`src/common/smcc_pkg.sv`:
```
// package: register map, field layout and supply scaling for the supply monitor clamp config
package smcc_pkg;

  localparam logic [7:0] SMCC_OFS_GUARD_CFG     = 8'h09;
  localparam logic [7:0] SMCC_OFS_THRESH_FIRST  = 8'h0A;
  localparam logic [7:0] SMCC_OFS_THRESH_SECOND = 8'h0B;

  localparam logic [7:0] SMCC_RST_GUARD_CFG     = 8'h00;
  localparam logic [7:0] SMCC_RST_THRESH_FIRST  = 8'h92;
  localparam logic [7:0] SMCC_RST_THRESH_SECOND = 8'h8D;

  // supply_guard_config field positions
  localparam int SMCC_PLE_MSB  = 7;
  localparam int SMCC_PLE_LSB  = 6;
  localparam int SMCC_UVT_MSB  = 2;
  localparam int SMCC_UVT_LSB  = 0;

  // preservation_level_enable codes
  localparam logic [1:0] SMCC_PLE_OFF   = 2'h0;
  localparam logic [1:0] SMCC_PLE_FIRST = 2'h1;
  localparam logic [1:0] SMCC_PLE_BOTH  = 2'h2;

  // supply reading scale and lockout threshold ladder
  localparam int SMCC_SUPPLY_LSB_MV = 25;
  localparam int SMCC_UNDERVOLTAGE_LOCKOUT_BASE_MV  = 2500;
  localparam int SMCC_UNDERVOLTAGE_LOCKOUT_STEP_MV  = 100;
  localparam logic [7:0] SMCC_UNDERVOLTAGE_LOCKOUT_BASE_CODE = 8'(SMCC_UNDERVOLTAGE_LOCKOUT_BASE_MV / SMCC_SUPPLY_LSB_MV);
  localparam logic [7:0] SMCC_UNDERVOLTAGE_LOCKOUT_STEP_CODE = 8'(SMCC_UNDERVOLTAGE_LOCKOUT_STEP_MV / SMCC_SUPPLY_LSB_MV);

  typedef enum logic [1:0] {
    SMCC_CLAMP_NONE,
    SMCC_CLAMP_FIRST,
    SMCC_CLAMP_SECOND
  } smcc_clamp_e;

  typedef struct packed {
    logic       wr;
    logic       rd;
    logic [7:0] addr;
    logic [7:0] wdata;
  } smcc_req_s;

endpackage : smcc_pkg

```
`src/design/smcc_clamp_select.sv`:
```
// module: samples supply once per effect start and holds the clamp choice
`timescale 1ns/10ps
`default_nettype none
module smcc_clamp_select
  import smcc_pkg::*;
(
  input  wire logic        clk,
  input  wire logic        rst_n,
  input  wire logic        effect_start,
  input  wire logic [7:0]  supply_code,
  input  wire logic [1:0]  level_enable,
  input  wire logic [7:0]  thresh_first,
  input  wire logic [7:0]  thresh_second,
  output var  smcc_clamp_e clamp_sel
);

  smcc_clamp_e clamp_reg;
  smcc_clamp_e clamp_next;
  logic        first_on;
  logic        second_on;
  logic        below_first;
  logic        below_second;

  // code 3 handled as both levels enabled
  assign first_on     = (level_enable != SMCC_PLE_OFF);
  assign second_on    = (level_enable[1] == 1'b1);
  assign below_first  = (supply_code < thresh_first);
  assign below_second = (supply_code < thresh_second);

  always_comb begin
    clamp_next = clamp_reg;
    if (effect_start) begin
      if (second_on && below_second) begin
        clamp_next = SMCC_CLAMP_SECOND;
      end else if (first_on && below_first) begin
        clamp_next = SMCC_CLAMP_FIRST;
      end else begin
        clamp_next = SMCC_CLAMP_NONE;
      end
    end
  end

  always_ff @(posedge clk or negedge rst_n) begin
    if (!rst_n) begin
      clamp_reg <= SMCC_CLAMP_NONE;
    end else begin
      clamp_reg <= clamp_next;
    end
  end

  assign clamp_sel = clamp_reg;

endmodule : smcc_clamp_select
`default_nettype wire

```
`src/design/smcc_top.sv`:
```
// module: supply guard registers, lockout detection and per-effect clamp selection
//
// Contract
// - preservation enable code 0 off, 1 first level, 2 first and second levels.
// - lockout code maps linearly, 0.1 V steps, code 0 2.5 V to 7 3.2 V.
// - supply below lockout threshold turns output stage off and forces standby three clocks later (two sync stages, then output register).
// - first level enabled and supply below first threshold selects first clamp, unless the second clamp condition also holds.
// - second level enabled and supply below second threshold selects second clamp.
// - supply sampled only at effect start; choice held for the whole effect.
`timescale 1ns/10ps
`default_nettype none
module smcc_top
  import smcc_pkg::*;
(
  input  wire logic        clk,
  input  wire logic        rst_n,
  input  wire smcc_req_s   reg_req,
  output var  logic [7:0]  reg_rdata,
  input  wire logic [7:0]  supply_code,
  input  wire logic        effect_start,
  output var  logic        output_stage_en,
  output var  logic        standby_force,
  output var  smcc_clamp_e clamp_sel
);

  logic [7:0] guard_cfg_reg;
  logic [7:0] thresh_first_reg;
  logic [7:0] thresh_second_reg;
  logic [7:0] rdata_reg;
  logic [7:0] rdata_next;
  logic [7:0] supply_meta_reg;
  logic [7:0] supply_sync_reg;
  logic       stage_en_reg;
  logic       standby_reg;

  logic       hit_cfg;
  logic       hit_first;
  logic       hit_second;
  logic [2:0] undervoltage_lockout_code;
  logic [7:0] undervoltage_lockout_thresh;
  logic       undervoltage_lockout_trip;

  // register decode
  assign hit_cfg    = (reg_req.addr == SMCC_OFS_GUARD_CFG);
  assign hit_first  = (reg_req.addr == SMCC_OFS_THRESH_FIRST);
  assign hit_second = (reg_req.addr == SMCC_OFS_THRESH_SECOND);

  always_comb begin
    if (hit_cfg) begin
      rdata_next = guard_cfg_reg;
    end else if (hit_first) begin
      rdata_next = thresh_first_reg;
    end else if (hit_second) begin
      rdata_next = thresh_second_reg;
    end else begin
      rdata_next = 8'h00;
    end
  end

  always_ff @(posedge clk or negedge rst_n) begin
    if (!rst_n) begin
      guard_cfg_reg     <= SMCC_RST_GUARD_CFG;
      thresh_first_reg  <= SMCC_RST_THRESH_FIRST;
      thresh_second_reg <= SMCC_RST_THRESH_SECOND;
    end else if (reg_req.wr) begin
      if (hit_cfg) begin
        guard_cfg_reg <= reg_req.wdata;
      end
      if (hit_first) begin
        thresh_first_reg <= reg_req.wdata;
      end
      if (hit_second) begin
        thresh_second_reg <= reg_req.wdata;
      end
    end
  end

  always_ff @(posedge clk or negedge rst_n) begin
    if (!rst_n) begin
      rdata_reg <= 8'h00;
    end else if (reg_req.rd) begin
      rdata_reg <= rdata_next;
    end
  end

  // supply reading arrives from the measurement path
  always_ff @(posedge clk or negedge rst_n) begin
    if (!rst_n) begin
      supply_meta_reg <= 8'h00;
      supply_sync_reg <= 8'h00;
    end else begin
      supply_meta_reg <= supply_code;
      supply_sync_reg <= supply_meta_reg;
    end
  end

  // lockout ladder in supply code units
  assign undervoltage_lockout_code   = guard_cfg_reg[SMCC_UVT_MSB:SMCC_UVT_LSB];
  assign undervoltage_lockout_thresh = 8'(SMCC_UNDERVOLTAGE_LOCKOUT_BASE_CODE + 8'(undervoltage_lockout_code) * SMCC_UNDERVOLTAGE_LOCKOUT_STEP_CODE);
  assign undervoltage_lockout_trip   = (supply_sync_reg < undervoltage_lockout_thresh);

  // reset state: stage off until first valid reading
  always_ff @(posedge clk or negedge rst_n) begin
    if (!rst_n) begin
      stage_en_reg <= 1'b0;
      standby_reg  <= 1'b1;
    end else begin
      stage_en_reg <= !undervoltage_lockout_trip;
      standby_reg  <= undervoltage_lockout_trip;
    end
  end

  smcc_clamp_select u_clamp_select (
    .clk           (clk),
    .rst_n         (rst_n),
    .effect_start  (effect_start),
    .supply_code   (supply_sync_reg),
    .level_enable  (guard_cfg_reg[SMCC_PLE_MSB:SMCC_PLE_LSB]),
    .thresh_first  (thresh_first_reg),
    .thresh_second (thresh_second_reg),
    .clamp_sel     (clamp_sel)
  );

  assign reg_rdata       = rdata_reg;
  assign output_stage_en = stage_en_reg;
  assign standby_force   = standby_reg;

endmodule : smcc_top
`default_nettype wire

```
`config.mk`:
```
export PLATFORM = sky130hd
export DESIGN_NAME = smcc_top
export DESIGN_NICKNAME = d
export VERILOG_FILES = /design/src/common/smcc_pkg.sv /design/src/design/smcc_clamp_select.sv /design/src/design/smcc_top.sv
export SDC_FILE = /design/constraint.sdc
export NUM_CORES = 1
export LEC_CHECK = 0
export ABC_AREA = 1
export BUFFER_PORTS_ARGS = -buffer_cell sky130_fd_sc_hd__buf_4
export CORE_AREA = 4 4 95 97
export DETAILED_ROUTE_END_ITERATION = 12
export DIE_AREA = 0 0 99 101
export PLACE_DENSITY = 0.52
export SYNTH_ARGS = -nofsm -noshare
export SYNTH_HDL_FRONTEND = slang
export SYNTH_SLANG_ARGS = --single-unit
```
`constraint.sdc`:
```
create_clock -name clk -period 1.4 [get_ports clk]
set_input_delay 0.28 -clock clk [delete_from_list [all_inputs] [get_ports clk]]
set_output_delay 0.28 -clock clk [all_outputs]
set_load 0.01 [all_outputs]
```
* Word-level counts from Yosys, hierarchy flattened
Index checks and enable logic that the tools add are counted.
** Word-level totals
- Flip-flop bits (word level) :: 52
- Input bits :: 29
** Operators by class
- Mux-type cells :: 5
- $add $sub $neg :: 1
- Reduce and logical (&&, ||, !) cells :: 7
- Equal/unequal tests :: 3
- $lt $le $gt $ge :: 3
** Operator list (count)
- equality test 8 x 4 -> 1 bit, second input constant :: 3
- < comparator 8 bit :: 3
- 2-to-1 mux 8 bit :: 3
- adder 7 x 5 -> 8 bit, first input constant :: 1
- AND reduction 2 bit :: 3
- logical AND 1 bit :: 2
- 2-to-1 mux 2 bit :: 1
- nonzero test 2 bit :: 1
- logical NOT 1 bit :: 1
- 2-to-1 mux 1 bit :: 1

* Depth between registers and ports, before layout
- Depth in word-level cells :: 4
- Mapped depth :: 10
- Mapped depth without buffers :: 10

* Modules after synthesis
A second synthesis with hierarchy kept.
** Second synthesis, totals
- Cells, all modules :: 290
- Area, all modules :: 2761.4 µm²
** By module, submodules not included
- smcc_top :: cells each 211, times used 1, area an instance 2274.7 µm²
- smcc_clamp_select :: cells each 79, times used 1, area an instance 486.7 µm²

* Least setup slack after synthesis
Ideal clock, no wire load.
- Path kind :: reg2reg
- From :: reg guard_cfg_reg[0]
- To :: reg standby_reg (netlist: standby_force)
- Data arrival time :: 1461 ps
- Cell stages (with the launch flop) :: 8
- Path buffers :: 0
- Period minus slack after synthesis :: 1535 ps
- Data required time :: 1325 ps
- Setup slack :: -135 ps
- Cells stage by stage :: dfrtp_1 -> ha_1 -> ha_1 -> ha_1 -> nand2_1 -> or2_2 -> nand3_1 -> inv_1
** On the way
- Word-level cells in the longest chain between the ends :: 2
** RTL lines
- start: declaration :: line smcc_top.sv:26 : logic [7:0] guard_cfg_reg;
- start signal: assignment :: line smcc_top.sv:67 : guard_cfg_reg <= reg_req.wdata;
- adder 7 x 5 -> 8 bit :: line smcc_top.sv:99 : assign undervoltage_lockout_thresh = 8'(SMCC_UNDERVOLTAGE_LOCKOUT_BASE_CODE + 8'(undervoltage_lockout_code) * ...
- < comparator 8 bit :: line smcc_top.sv:100 : assign undervoltage_lockout_trip = (supply_sync_reg < undervoltage_lockout_thresh);
- named net undervoltage_lockout_trip :: line smcc_top.sv:41 : logic undervoltage_lockout_trip;
- end signal: assignment :: line smcc_top.sv:109 : standby_reg <= undervoltage_lockout_trip;
- end: declaration :: line smcc_top.sv:34 : logic standby_reg;
The timed path passes the listed nets, and every way through them passes these cells.
A chain may end at the register's enable or synchronous reset.

* Final worst setup path
Ends and elaborated chain as after synthesis.

==> results.ini <==
[routing]
drc=0
post_drt_wl_per_cell_microns=12.78
drt-initial-drc-count=61
vias=2005
ant_nets=0
detail_route.vias_per_cell=4.456
wirelength_microns=5750
drt_first_pass_iters=4

[pwr]
p_leak_nw=1.649
peakVddDrop_v=0.0003745
p_per_area_mw_per_mm2=834.3
power.total_w=0.002851

[global_route]
grt-ovfl-total=0
grt_pass1_wl_microns=9873
grt_max_degree=28
grt_usage_pct=12.47
antenna_found_initial=0
grt_pass1_vias=2079

[status]
status=finished with violations
violations=negative setup slack

[worst_setup_path]
worstPathRequired_ns=1.65
r2r_start=guard_cfg_reg[0]$_DFFE_PN0P_
worst-path-max-fanout=2
rr_worst_depth=7
crit_type=register to register
cp.arrival_ns=1.73
crit_slowest_cell=dfrtp_1
path_common_cell=ha_4
crit_path_start_kind=register
cp.buffers_inverters=1
reg2reg_slack_ns=-0.08
path_cells=ha_4 > ha_4 > ha_1 > nand2_2 > or2_4 > nand3_2 > inv_2
rr_endpoint=standby_force$_DFF_PN1_
cpPeakStageDelay_ns=0.42
worstSetupEndpointType=register
path_delay_family=adder cells

[placed_design]
dpl.hpwl_microns=4372
place.gp.congestion=0.7488
io_buffers=40
placed_cells=441
placed_cell_area_sq_mm=0.003224

[synthesis]
netlist_area_sq_mm=0.002658
ys_types=22
yosys_register_bits=52
yosys.area.top_type=dfrtp_1
synth_edf_count=0
synth_top_area_share_pct=41.43
yosysWarningCount=0
synth_commonest_cells=nand2_1, dfrtp_1, inv_1, nand3_1
synthArstFlopShare_pct=100.0
synth_cells=284
synthTopCellsByArea=dfrtp_1, nand2_1, ha_1
synth.most_common_cell=nand2_1
syn-num-nets=334
ys_seq_area_share_pct=49.34
syn_avg_cell_area_sq_um=9.358
synthFlopType=dfrtp_1

[timing]
finClkSkew_ns=0.007895
setup_viol=4
fin_crit_sh_pct=105.9
slew_violations=0
relSlewSlack_pct=81.13
rsz0062_at_grt=yes
fin_crit_ns=1.482
setup_ws_ns=-0.08203
max_freq_ghz=0.6748
hold_violations=0
worst_pin_slew_ns=0.2830

[hold_path]
worstHoldStart=supply_code[0]
hold_end=supply_meta_reg[0]$_DFF_PN0_
hold_class=input port to register
whs_path_depth=1

[cts]
root_buffer=clkbuf_8
clk_pin_slew_ns=0.09
numClockSinks=52
numCtsBuffers=5
h-tree-depth=2
clockBufferDepth=2
insertion_delay_ns=0.30
cts_tree=yes

[floorplanning]
initial_core_util_pct=32.67
pin_count=41
die_y_microns=101
rows=33
fp.coreArea_sq_mm=0.008134
dieWidth_microns=99
die_area_sq_mm=0.009999

[cells_and_area]
fin_nets=395
drive_gt1_share_pct=36.81
fin_area_sq_mm=0.003417
final_cells=450
area_growth_pct=28.58
post-route-util_pct=42.01
diodes=0

[run]
max_cap_violations=0

[layer usage]
layer	GRT usage (%)	up-vias	wire, microns
li1	-	1035	-
met1	16.52	921	2725
met2	19.99	38	2671
met3	2.907	11	203
met4	4.412	0	151
met5	0	-	0
[cells by family after synthesis]
kind of cell	synth area share [%]
AOI/OAI and AO/OA	9.181
adders and majority gates	9.887
buffers and inverters	7.580
DFF	49.34
and+or+nand+nor	24.01
[timing repair]
item                                    CTS  global route
pin swaps                                 6            11
setup buffers                             1             0
endpoints found under the setup margin    4             4
hold endpoints to repair                 11             0
hold buffers                              1             0
gates resized for setup                   6            12
[where the power goes]
part           switching (W)  internal [W]  leakage, nW  total [W]
clock               0.000486      0.000342       0.0410   0.000827
combinational       0.000209      0.000194        0.953   0.000403
sequential         0.0000487       0.00157        0.655    0.00162
total               0.000743       0.00211         1.65    0.00285
[final cells by class]
cell class,instances,area (sq um)
Clock buffer,6,72.57
Clock inverter,1,5.005
Fill cell,839,4717
Inverter,39,146.4
Multi-Input combinational cell,186,1265
Sequential cell,52,1311
Tap cell,105,131.4
Timing Repair Buffer,61,485.5
[worst max-delay path by stage]
stage / from / endpoint / slack (ns) / cells after the start
after CTS: guard_cfg_reg[1]$_DFFE_PN0P_ / standby_force$_DFF_PN1_ / -0.09 / 9
after global routing: guard_cfg_reg[0]$_DFFE_PN0P_ / standby_force$_DFF_PN1_ / -0.16 / 7
after global placement: guard_cfg_reg[1]$_DFFE_PN0P_ / standby_force$_DFF_PN1_ / -0.06 / 9
final: guard_cfg_reg[0]$_DFFE_PN0P_ / standby_force$_DFF_PN1_ / -0.08 / 7
after detailed placement: guard_cfg_reg[1]$_DFFE_PN0P_ / standby_force$_DFF_PN1_ / -0.09 / 9
after floorplan: guard_cfg_reg[1]$_DFFE_PN0P_ / standby_force$_DFF_PN1_ / -0.05 / 9
[through the flow]
step                      hold WS [ns]  setup slack, ns  TNS (ns)
after floorplan               -0.01559         -0.04721  -0.09229
after global placement          0.1575         -0.06005   -0.3622
after detailed placement        0.1603         -0.09034   -0.7301
after CTS                      0.06711         -0.09137   -0.2408
after global routing           0.05471          -0.1589   -0.5520
final                          0.07572         -0.08203   -0.1715
[placed cells by master, fill, tap and decap left out, types with 3 or more instances in the layout]
cell type  count
nand2_1       71
dfstp_2        8
o21ai_2       21
ha_1          14
nor3_4         3
nand2_2        8
nand3_1       33
ha_4           7
nand3_4        3
inv_1         34
dfrtp_1       44
clkbuf_8       5
a21oi_1        5
nor2_1         7
inv_2          5
o21ai_1        4
buf_4         58
Power figures use the tool's default switching activity.
